## src/sgan_pkg.sv

```systemverilog
package sgan_pkg;
  // ==========================================================
  // timing
  localparam int CLK_PERIOD_NS = 8;
  localparam int LINK_TIMER_X_NS = 10_000_000;
  localparam int LINK_TIMER_SGMII_NS = 1_600_000;
  localparam int LINK_TIMER_SHORT_NS = 2_000;
  localparam int LINK_TIMER_X_CYC = LINK_TIMER_X_NS / CLK_PERIOD_NS;
  localparam int LINK_TIMER_SGMII_CYC = LINK_TIMER_SGMII_NS / CLK_PERIOD_NS;
  localparam int LINK_TIMER_SHORT_CYC = LINK_TIMER_SHORT_NS / CLK_PERIOD_NS;
  localparam int TIMER_W = 21;
  localparam logic [1:0] MATCH_CNT = 2'h3;
  // ==========================================================
  // register map
  localparam logic [7:0] OFS_CTRL = 8'h00;
  localparam logic [7:0] OFS_ADV = 8'h04;
  localparam logic [7:0] OFS_STATUS = 8'h08;
  localparam logic [7:0] OFS_PARTNER = 8'h0C;
  localparam logic [7:0] OFS_IRQ_STS = 8'h10;
  localparam logic [7:0] OFS_IRQ_MASK = 8'h14;
  localparam int CTRL_EN_BIT = 0;
  localparam int CTRL_RESTART_BIT = 1;
  localparam int CTRL_SHORT_BIT = 2;
  localparam logic [2:0] CTRL_RESET = 3'h1;
  localparam logic [15:0] ADV_RESET = 16'h0000;
  localparam logic [1:0] RESP_OKAY = 2'h0;
  localparam logic [1:0] RESP_SLVERR = 2'h2;
  localparam int IRQ_UP_BIT = 0;
  localparam int IRQ_DOWN_BIT = 1;
  localparam int IRQ_PAGE_BIT = 2;
  localparam int IRQ_W = 3;
  // ==========================================================
  // ability word
  localparam int ACK_BIT = 14;
  localparam logic [15:0] ACK_MASK = 16'hBFFF;
  localparam logic [15:0] MAC_WORD = 16'h4001;
  // ==========================================================
  // types
  typedef enum logic [6:0] {
    S_DISABLED = 7'h01,
    S_START = 7'h02,
    S_ABILITY = 7'h04,
    S_ACK = 7'h08,
    S_IDLE = 7'h10,
    S_LINK_OK = 7'h20,
    S_SPARE = 7'h40
  } sgan_state_t;
  typedef struct packed {
    logic sync_ok;
    logic cfg_valid;
    logic idle;
    logic [15:0] word;
  } sgan_rx_t;
  typedef struct packed {
    logic cfg_en;
    logic idle_en;
    logic [15:0] word;
  } sgan_tx_t;
endpackage

```

## src/sgan_autoneg.sv

```systemverilog
// The implementer's own choices: the placing of the registers and the AXI4-Lite slave port.
`timescale 1ns/100ps
module sgan_autoneg import sgan_pkg::*; #(
  parameter int LINK_TIMER_X_CYCLES = LINK_TIMER_X_CYC,
  parameter int LINK_TIMER_SGMII_CYCLES = LINK_TIMER_SGMII_CYC
) (
  input wire logic aclk,
  input wire logic aresetn,
  input wire logic mode_sgmii_pin,
  input wire logic side_phy_pin,
  input wire sgan_rx_t link_rx,
  output sgan_tx_t link_tx,
  output logic negotiation_done,
  output logic partner_page_received,
  output logic [15:0] partner_ability_word,
  output logic data_allowed,
  output logic irq,
  input wire logic awvalid,
  output logic awready,
  input wire logic [7:0] awaddr,
  input wire logic wvalid,
  output logic wready,
  input wire logic [31:0] wdata,
  input wire logic [3:0] wstrb,
  output logic bvalid,
  input wire logic bready,
  output logic [1:0] bresp,
  input wire logic arvalid,
  output logic arready,
  input wire logic [7:0] araddr,
  output logic rvalid,
  input wire logic rready,
  output logic [31:0] rdata,
  output logic [1:0] rresp
);
  localparam int TMAX = (1 << TIMER_W) - 1;
  if (LINK_TIMER_X_CYCLES < 1 || LINK_TIMER_X_CYCLES > TMAX ||
      LINK_TIMER_SGMII_CYCLES < 1 || LINK_TIMER_SGMII_CYCLES > TMAX) begin : g_chk
    $error("link timer count does not fit the timer");
  end

  // ==========================================================
  // pin synchronisers
  logic [1:0] mode_sync_ff, side_sync_ff;
  logic mode_sgmii_ff, side_phy_ff;
  always_ff @(posedge aclk) begin
    if (!aresetn) begin
      mode_sync_ff <= 2'h0;
      side_sync_ff <= 2'h0;
    end else begin
      mode_sync_ff <= {mode_sync_ff[0], mode_sgmii_pin};
      side_sync_ff <= {side_sync_ff[0], side_phy_pin};
    end
  end
  assign mode_sgmii_ff = mode_sync_ff[1];
  assign side_phy_ff = side_sync_ff[1];

  // ==========================================================
  // register bus
  logic awready_ff, wready_ff, bvalid_ff, arready_ff, rvalid_ff;
  logic [1:0] bresp_ff, rresp_ff;
  logic [31:0] rdata_ff, wdata_ff;
  logic [7:0] awaddr_ff;
  logic [3:0] wstrb_ff;
  logic [2:0] ctrl_ff;
  logic restart_req_ff;
  logic [15:0] adv_ff;
  logic [IRQ_W-1:0] irq_sts_ff, irq_mask_ff, irq_set;
  sgan_state_t state_ff, nxt_state;
  logic page_rx_ff, done_ff, allowed_ff, irq_ff;
  logic [15:0] partner_ff;
  logic wr_go, rd_go;
  logic [7:0] wa, ra;

  function automatic logic [31:0] merge(input logic [31:0] old, input logic [31:0] d,
                                       input logic [3:0] s);
    logic [31:0] r;
    r = old;
    for (int i = 0; i < 4; i++) begin
      if (s[i]) begin
        r[i*8 +: 8] = d[i*8 +: 8];
      end
    end
    return r;
  endfunction

  assign wa = {awaddr_ff[7:2], 2'h0};
  assign ra = {araddr[7:2], 2'h0};
  assign wr_go = !awready_ff && !wready_ff && !bvalid_ff;
  assign rd_go = arvalid && arready_ff;

  // address and data taken in either order; response after both
  always_ff @(posedge aclk) begin
    if (!aresetn) begin
      awready_ff <= 1'b1;
      wready_ff <= 1'b1;
      bvalid_ff <= 1'b0;
      bresp_ff <= RESP_OKAY;
      awaddr_ff <= 8'h00;
      wdata_ff <= 32'h0;
      wstrb_ff <= 4'h0;
    end else begin
      if (awvalid && awready_ff) begin
        awready_ff <= 1'b0;
        awaddr_ff <= awaddr;
      end
      if (wvalid && wready_ff) begin
        wready_ff <= 1'b0;
        wdata_ff <= wdata;
        wstrb_ff <= wstrb;
      end
      if (wr_go) begin
        bvalid_ff <= 1'b1;
        bresp_ff <= (wa == OFS_CTRL || wa == OFS_ADV || wa == OFS_IRQ_MASK) ?
                    RESP_OKAY : RESP_SLVERR;
      end
      if (bvalid_ff && bready) begin
        bvalid_ff <= 1'b0;
        awready_ff <= 1'b1;
        wready_ff <= 1'b1;
      end
    end
  end

  logic [31:0] wmerged, wadv;
  assign wmerged = merge(32'h0, wdata_ff, wstrb_ff);
  assign wadv = merge({16'h0, adv_ff}, wdata_ff, wstrb_ff);

  always_ff @(posedge aclk) begin
    if (!aresetn) begin
      ctrl_ff <= CTRL_RESET;
      restart_req_ff <= 1'b0;
      adv_ff <= ADV_RESET;
      irq_mask_ff <= '0;
    end else begin
      restart_req_ff <= 1'b0;
      if (wr_go && wa == OFS_CTRL && wstrb_ff[0]) begin
        ctrl_ff <= wdata_ff[2:0] & 3'h5;
        restart_req_ff <= wdata_ff[CTRL_RESTART_BIT];
      end
      if (wr_go && wa == OFS_ADV) begin
        adv_ff <= wadv[15:0];
      end
      if (wr_go && wa == OFS_IRQ_MASK && wstrb_ff[0]) begin
        irq_mask_ff <= wmerged[IRQ_W-1:0];
      end
    end
  end

  always_ff @(posedge aclk) begin
    if (!aresetn) begin
      arready_ff <= 1'b1;
      rvalid_ff <= 1'b0;
      rdata_ff <= 32'h0;
      rresp_ff <= RESP_OKAY;
    end else begin
      if (rd_go) begin
        arready_ff <= 1'b0;
        rvalid_ff <= 1'b1;
        rresp_ff <= RESP_OKAY;
        case (ra)
          OFS_CTRL: rdata_ff <= {29'h0, ctrl_ff};
          OFS_ADV: rdata_ff <= {16'h0, adv_ff};
          OFS_STATUS: rdata_ff <= {17'h0, state_ff, 3'h0, side_phy_ff, mode_sgmii_ff,
                                   link_rx.sync_ok, page_rx_ff, done_ff};
          OFS_PARTNER: rdata_ff <= {16'h0, partner_ff};
          OFS_IRQ_STS: rdata_ff <= {29'h0, irq_sts_ff};
          OFS_IRQ_MASK: rdata_ff <= {29'h0, irq_mask_ff};
          default: begin
            rdata_ff <= 32'h0;
            rresp_ff <= RESP_SLVERR;
          end
        endcase
      end
      if (rvalid_ff && rready) begin
        rvalid_ff <= 1'b0;
        arready_ff <= 1'b1;
      end
    end
  end

  // ==========================================================
  // local ability word
  logic enable, short_tmr;
  logic [15:0] loc_word, loc_prev_ff;
  logic mode_prev_ff, side_prev_ff;
  assign enable = ctrl_ff[CTRL_EN_BIT];
  assign short_tmr = ctrl_ff[CTRL_SHORT_BIT];

  always_comb begin
    if (!mode_sgmii_ff) begin
      loc_word = {adv_ff[15], 1'b0, adv_ff[13:12], 3'h0, adv_ff[8:5], 5'h00};
    end else if (side_phy_ff) begin
      loc_word = {adv_ff[15], 2'h0, adv_ff[12], adv_ff[11:10], 9'h000, 1'b1};
    end else begin
      loc_word = MAC_WORD;
    end
  end

  always_ff @(posedge aclk) begin
    if (!aresetn) begin
      loc_prev_ff <= 16'h0;
      mode_prev_ff <= 1'b0;
      side_prev_ff <= 1'b0;
    end else begin
      loc_prev_ff <= loc_word;
      mode_prev_ff <= mode_sgmii_ff;
      side_prev_ff <= side_phy_ff;
    end
  end

  logic mode_chg, adv_chg_phy, restart_evt;
  assign mode_chg = (mode_prev_ff != mode_sgmii_ff) || (side_prev_ff != side_phy_ff);
  assign adv_chg_phy = mode_sgmii_ff && side_phy_ff && (loc_word != loc_prev_ff);

  // ==========================================================
  // partner word matching
  logic [15:0] rx_last_ff;
  logic [1:0] match_cnt_ff, idle_cnt_ff;
  logic ability_match, ack_match, idle_match;
  always_ff @(posedge aclk) begin
    if (!aresetn || !link_rx.sync_ok) begin
      rx_last_ff <= 16'h0;
      match_cnt_ff <= 2'h0;
      idle_cnt_ff <= 2'h0;
    end else begin
      if (link_rx.cfg_valid) begin
        rx_last_ff <= link_rx.word;
        idle_cnt_ff <= 2'h0;
        if ((link_rx.word & ACK_MASK) != (rx_last_ff & ACK_MASK)) begin
          match_cnt_ff <= 2'h1;
        end else if (match_cnt_ff != MATCH_CNT) begin
          match_cnt_ff <= match_cnt_ff + 2'h1;
        end
      end else if (link_rx.idle && idle_cnt_ff != MATCH_CNT) begin
        idle_cnt_ff <= idle_cnt_ff + 2'h1;
      end
    end
  end
  // three words in a row that agree apart from the ack bit count as reliable; a differing word restarts the count at one
  assign ability_match = match_cnt_ff == MATCH_CNT;
  assign ack_match = ability_match && rx_last_ff[ACK_BIT];
  assign idle_match = idle_cnt_ff == MATCH_CNT;

  // ==========================================================
  // link timer
  logic [TIMER_W-1:0] timer_ff, timer_lim;
  logic timer_done;
  always_comb begin
    if (short_tmr) begin
      timer_lim = TIMER_W'(LINK_TIMER_SHORT_CYC);
    end else if (mode_sgmii_ff) begin
      timer_lim = TIMER_W'(LINK_TIMER_SGMII_CYCLES);
    end else begin
      timer_lim = TIMER_W'(LINK_TIMER_X_CYCLES);
    end
  end
  assign timer_done = timer_ff == '0;
  always_ff @(posedge aclk) begin
    if (!aresetn) begin
      timer_ff <= '0;
    end else if (nxt_state != state_ff) begin
      timer_ff <= timer_lim - TIMER_W'(1);
    end else if (!timer_done) begin
      timer_ff <= timer_ff - TIMER_W'(1);
    end
  end

  // ==========================================================
  // negotiation state machine
  assign restart_evt = restart_req_ff || !link_rx.sync_ok || adv_chg_phy || mode_chg ||
                       (state_ff == S_LINK_OK && link_rx.cfg_valid);
  always_comb begin
    nxt_state = state_ff;
    if (!enable) begin
      nxt_state = S_DISABLED;
    end else if (restart_evt) begin
      nxt_state = S_START;
    end else begin
      case (state_ff)
        S_DISABLED: nxt_state = S_START;
        S_START: nxt_state = S_ABILITY;
        S_ABILITY: if (timer_done && ability_match) nxt_state = S_ACK;
        S_ACK: if (timer_done && ack_match) nxt_state = S_IDLE;
        S_IDLE: if (timer_done && idle_match) nxt_state = S_LINK_OK;
        S_LINK_OK: nxt_state = S_LINK_OK;
        default: nxt_state = S_START;
      endcase
    end
  end

  sgan_tx_t tx_ff;
  always_ff @(posedge aclk) begin
    if (!aresetn) begin
      state_ff <= S_START;
      tx_ff <= '0;
      done_ff <= 1'b0;
      page_rx_ff <= 1'b0;
      allowed_ff <= 1'b0;
      partner_ff <= 16'h0;
    end else begin
      state_ff <= nxt_state;
      done_ff <= nxt_state == S_LINK_OK;
      page_rx_ff <= nxt_state == S_ACK;
      allowed_ff <= nxt_state == S_LINK_OK || nxt_state == S_DISABLED;
      if (state_ff == S_ABILITY && nxt_state == S_ACK) begin
        partner_ff <= rx_last_ff;
      end
      tx_ff.cfg_en <= state_ff == S_START || state_ff == S_ABILITY || state_ff == S_ACK;
      tx_ff.idle_en <= !(state_ff == S_START || state_ff == S_ABILITY || state_ff == S_ACK);
      case (state_ff)
        S_ABILITY: tx_ff.word <= loc_word;
        S_ACK: tx_ff.word <= loc_word | (16'h1 << ACK_BIT);
        default: tx_ff.word <= 16'h0;
      endcase
    end
  end

  // ==========================================================
  // interrupts; a status read clears, a same-cycle event still sets
  assign irq_set = {nxt_state == S_ACK && state_ff != S_ACK,
                    state_ff == S_LINK_OK && nxt_state != S_LINK_OK,
                    nxt_state == S_LINK_OK && state_ff != S_LINK_OK};
  always_ff @(posedge aclk) begin
    if (!aresetn) begin
      irq_sts_ff <= '0;
      irq_ff <= 1'b0;
    end else begin
      irq_sts_ff <= ((rd_go && ra == OFS_IRQ_STS) ? '0 : irq_sts_ff) | irq_set;
      irq_ff <= |(irq_sts_ff & irq_mask_ff);
    end
  end

  assign link_tx = tx_ff;
  assign negotiation_done = done_ff;
  assign partner_page_received = page_rx_ff;
  assign partner_ability_word = partner_ff;
  assign data_allowed = allowed_ff;
  assign irq = irq_ff;
  assign awready = awready_ff;
  assign wready = wready_ff;
  assign bvalid = bvalid_ff;
  assign bresp = bresp_ff;
  assign arready = arready_ff;
  assign rvalid = rvalid_ff;
  assign rdata = rdata_ff;
  assign rresp = rresp_ff;
endmodule

```

## config.mk

```make
export PLATFORM = sky130hd
export DESIGN_NAME = sgan_autoneg
export DESIGN_NICKNAME = d
export VERILOG_FILES = /design/src/sgan_pkg.sv /design/src/sgan_autoneg.sv
export SDC_FILE = /design/constraint.sdc
export NUM_CORES = 1
export LEC_CHECK = 0
export ABC_AREA = 1
export BUFFER_PORTS_ARGS = -buffer_cell sky130_fd_sc_hd__buf_4
export CAP_MARGIN = 20
export CORE_AREA = 2 2 144 104
export CTS_CLUSTER_DIAMETER = 60
export CTS_CLUSTER_SIZE = 20
export DETAILED_ROUTE_END_ITERATION = 8
export DIE_AREA = 0 0 146 106
export HOLD_SLACK_MARGIN = 0.12
export PLACE_DENSITY = 0.78
export SETUP_SLACK_MARGIN = 0.02
export SLEW_MARGIN = 30
export SYNTH_ARGS = -nofsm -noshare
export SYNTH_HDL_FRONTEND = slang
export SYNTH_SLANG_ARGS = --single-unit
```

## constraint.sdc

```tcl
create_clock -name aclk -period 3.38 [get_ports aclk]
set_input_delay 0.676 -clock aclk [delete_from_list [all_inputs] [get_ports aclk]]
set_output_delay 0.676 -clock aclk [all_outputs]
set_load 0.1 [all_outputs]
```

==> flow_summary.json <==
{
  "status": "completed",
  "cp_slowest_cell": "dfxtp_4",
  "gr-total-overflow": 0,
  "tightest_slew_ns": 0.880,
  "ys_types": 49,
  "ios": 159,
  "post_dp_cell_area_sq_um": 8890,
  "fin_ws_ns": 0.131,
  "synth_top_family_by_area": "simple AND/OR/NAND/NOR gates",
  "maxSlewHeadroom": 0.413,
  "clkTransAtPathRegs_ns": 0.07,
  "diodes": 0,
  "antenna_found_initial": 0,
  "cp.required_ns": 3.70,
  "dp.cells": 1381,
  "worstSetupStartpointType": "flip-flop",
  "clockBufferDepth": 2,
  "final_cell_mix": "184 x nand2_1, 171 x buf_4, 166 x dfxtp_1",
  "fp.dieArea_sq_um": 15500,
  "die_x_um": 146,
  "postRouteAntennaNets": 0,
  "final_nets": 1293,
  "grt_max_degree": 52,
  "ys_seq_elements": 169,
  "synth_edf_count": 0,
  "worstSetupPathType": "reg -> reg",
  "hold_depth": 2,
  "viasPerCell": 5.30,
  "cp-end-kind": "flip-flop",
  "num_rows": 37,
  "post_drt_wl_per_cell_um": 15.3,
  "fillCellCount": 1200,
  "hold-worst-slack_ns": 0.423,
  "crit_path_max_fanout": 6,
  "yosys.area_share.simple": 0.284,
  "cp.depth": 22,
  "fin_skew_ns": 0.0111,
  "cts_tree": "done",
  "ir_drop_mv": 0.380,
  "leakagePower_nw": 4.40,
  "yosysWarningCount": 0,
  "syn_area_sq_um": 7630,
  "max_stage_delay_ns": 0.43,
  "drive_above_1_share": 0.234,
  "critical-path-top-delay-family": "simple AND/OR/NAND/NOR gates",
  "hpwl_mm": 15.6,
  "final_common_cell": "nand2_1",
  "clk_latency_ns": 0.43,
  "async_flop_share": 0,
  "powerDensity_nw_per_um2": 500,
  "avgSynthCellArea_sq_um": 7.22,
  "numCtsBuffers": 17,
  "synth_fa_ha_area_frac": 0.00492,
  "post-route-min-period_ns": 3.25,
  "crit_chain": "nand3_1 > xor2_1 > nand2_1 > nor2_2 > nand2_2 > nand2_4 > nand2_2 > nor2_4 > nand2_2 > nand2_2 > nand2_2 > nor2_4 > nand3_4 > nand2_4 > buf_4 > nand3_1 > nor2_1 > nand2_1 > nor2_2 > nand3_1 > nand2_1 > a21oi_1",
  "hold_viol": 0,
  "coreArea_sq_um": 14300,
  "hold_class": "reg -> reg",
  "vias": 7516,
  "drv_slew": 0,
  "drt_wl_total_mm": 21.7,
  "synth_xor_area_frac": 0.0230,
  "fmax_mhz": 308,
  "dp_slack_ns": -0.0203,
  "final-setup-viol-count": 0,
  "grt_use_total": 0.274,
  "drv_cap": 0,
  "path_common_cell": "nand2_2",
  "r2r_cells": 22,
  "critPathArrivalTime_ns": 3.57,
  "drt_first_pass_iters": 7,
  "gp_congestion": 1.00,
  "synth-compound-area-share": 0.144,
  "drtIter0Drc": 681,
  "htree_levels": 4,
  "syn_to_final_growth_pct": 27.2,
  "grt_pass1_wl_mm": 34.0,
  "start_util": 0.535,
  "synth_flop_cell": "dfxtp_1",
  "cts_root_buf": "clkbuf_16",
  "seq_area_frac_synth": 0.443,
  "synthMuxAreaShare": 0,
  "cts.sinks": 169,
  "setup-tns-final_ns": 0,
  "netlist_instances": 1057,
  "rsz0062_at_grt": "true",
  "io_buffers": 113,
  "finish.instance_area_sq_um": 9710,
  "die_h_um": 106,
  "drc": 0,
  "finalCritPeriodShare": 0.961,
  "final_cells": 1418,
  "crit_buf_inv": 1,
  "first_global_vias": 6717
}
[timing repair]
action / CTS / global route
pin swaps: 0 / 14
setup endpoints to repair: 5 / 21
gates resized for setup: 1 / 52
hold buffers: 0 / 0
gates cloned: 0 / 1
endpoints found under the hold margin: 0 / 0
buffers inserted: 0 / 4
[tightest hold or removal path: stages, from the launching register on]
cell	delay, ns
dfxtp_1	0.30
nand2_1	0.06
inv_1	0.03
[stage by stage]
stage | util | total power, mW
6_report | 0.681 | 4.85
3_3_place_gp | 0.623 | 2.89
5_1_grt | 0.681 | 5.03
2_1_floorplan | - | 2.68
4_1_cts | 0.665 | 4.80
3_5_place_dp | 0.623 | 2.90
[worst paths after layout]
path / from / endpoint / slack (ns)
max reg2reg: mode_sync_ff[1] / timer_ff[20] / 0.13
min: mode_sync_ff[0] / mode_sync_ff[1] / 0.42
max: mode_sync_ff[1] / timer_ff[20] / 0.13
min reg2reg: mode_sync_ff[0] / mode_sync_ff[1] / 0.42
[layer usage]
| metal | track usage | vias to the layer above | wire length [um] |
|---|---|---|---|
| met5 | 0 | - | 0 |
| met4 | 0.0652 | 0 | 238 |
| met3 | 0.0678 | 21 | 2190 |
| met2 | 0.409 | 352 | 9320 |
| met1 | 0.400 | 3430 | 9940 |
| li1 | - | 3713 | - |
[sequential cells by signal, summed over array words and instances (netlist names), 6 cells and up]
name                  count
rx_last_ff               16
timer_ff                 21
state_ff                  7
awaddr_ff                 6
wdata_ff                 16
link_tx                  13
partner_ability_word     16
adv_ff                   16
rdata                    16
loc_prev_ff              11
[power by group]
group	internal (mW)	switching [mW]	total, mW
Combinational	0.257	0.543	0.800
Clock	1.01	0.928	1.94
Sequential	2.06	0.0500	2.11
[cells in the mapped netlist, types with 3 or more instances]
cell	n	area (sq um)
nand2_1	194	728
nor2_1	172	646
dfxtp_1	169	3380
inv_1	97	364
o21ai_0	91	455
a21oi_1	79	395
nand3_1	35	175
clkbuf_1	29	109
buf_4	24	180
nand4_1	20	125
nor3_1	20	100
xor2_1	18	158
nand2_2	14	87.6
nor2_2	9	56.3
a31oi_1	6	37.5
buf_2	6	30.0
inv_2	6	22.5
a22oi_1	5	37.5
nor2_4	5	56.3
o211ai_1	5	37.5
nand3b_1	4	30.0
nor4_1	4	25.0
a211oi_1	3	22.5
buf_1	3	11.3
ha_1	3	37.5
[area by class of cell]
type | instances | area (sq um) | share of cell area
Clock buffer | 18 | 439 | 0.0452
Clock inverter | 14 | 150 | 0.0155
Multi-Input combinational cell | 742 | 3740 | 0.385
Timing Repair Buffer | 175 | 1340 | 0.138
Sequential cell | 169 | 3390 | 0.349
Tap cell | 195 | 244 | 0.0251
Inverter | 105 | 410 | 0.0423
[logic make-up after synthesis]
logic type | count (synthesis)
compound gates | 203
other cells | 1
simple gates | 491
flops | 169
buf+inv | 170
fa+ha+maj | 3
xor+xnor | 20
Note: power is estimated with default switching activity, not from simulation.
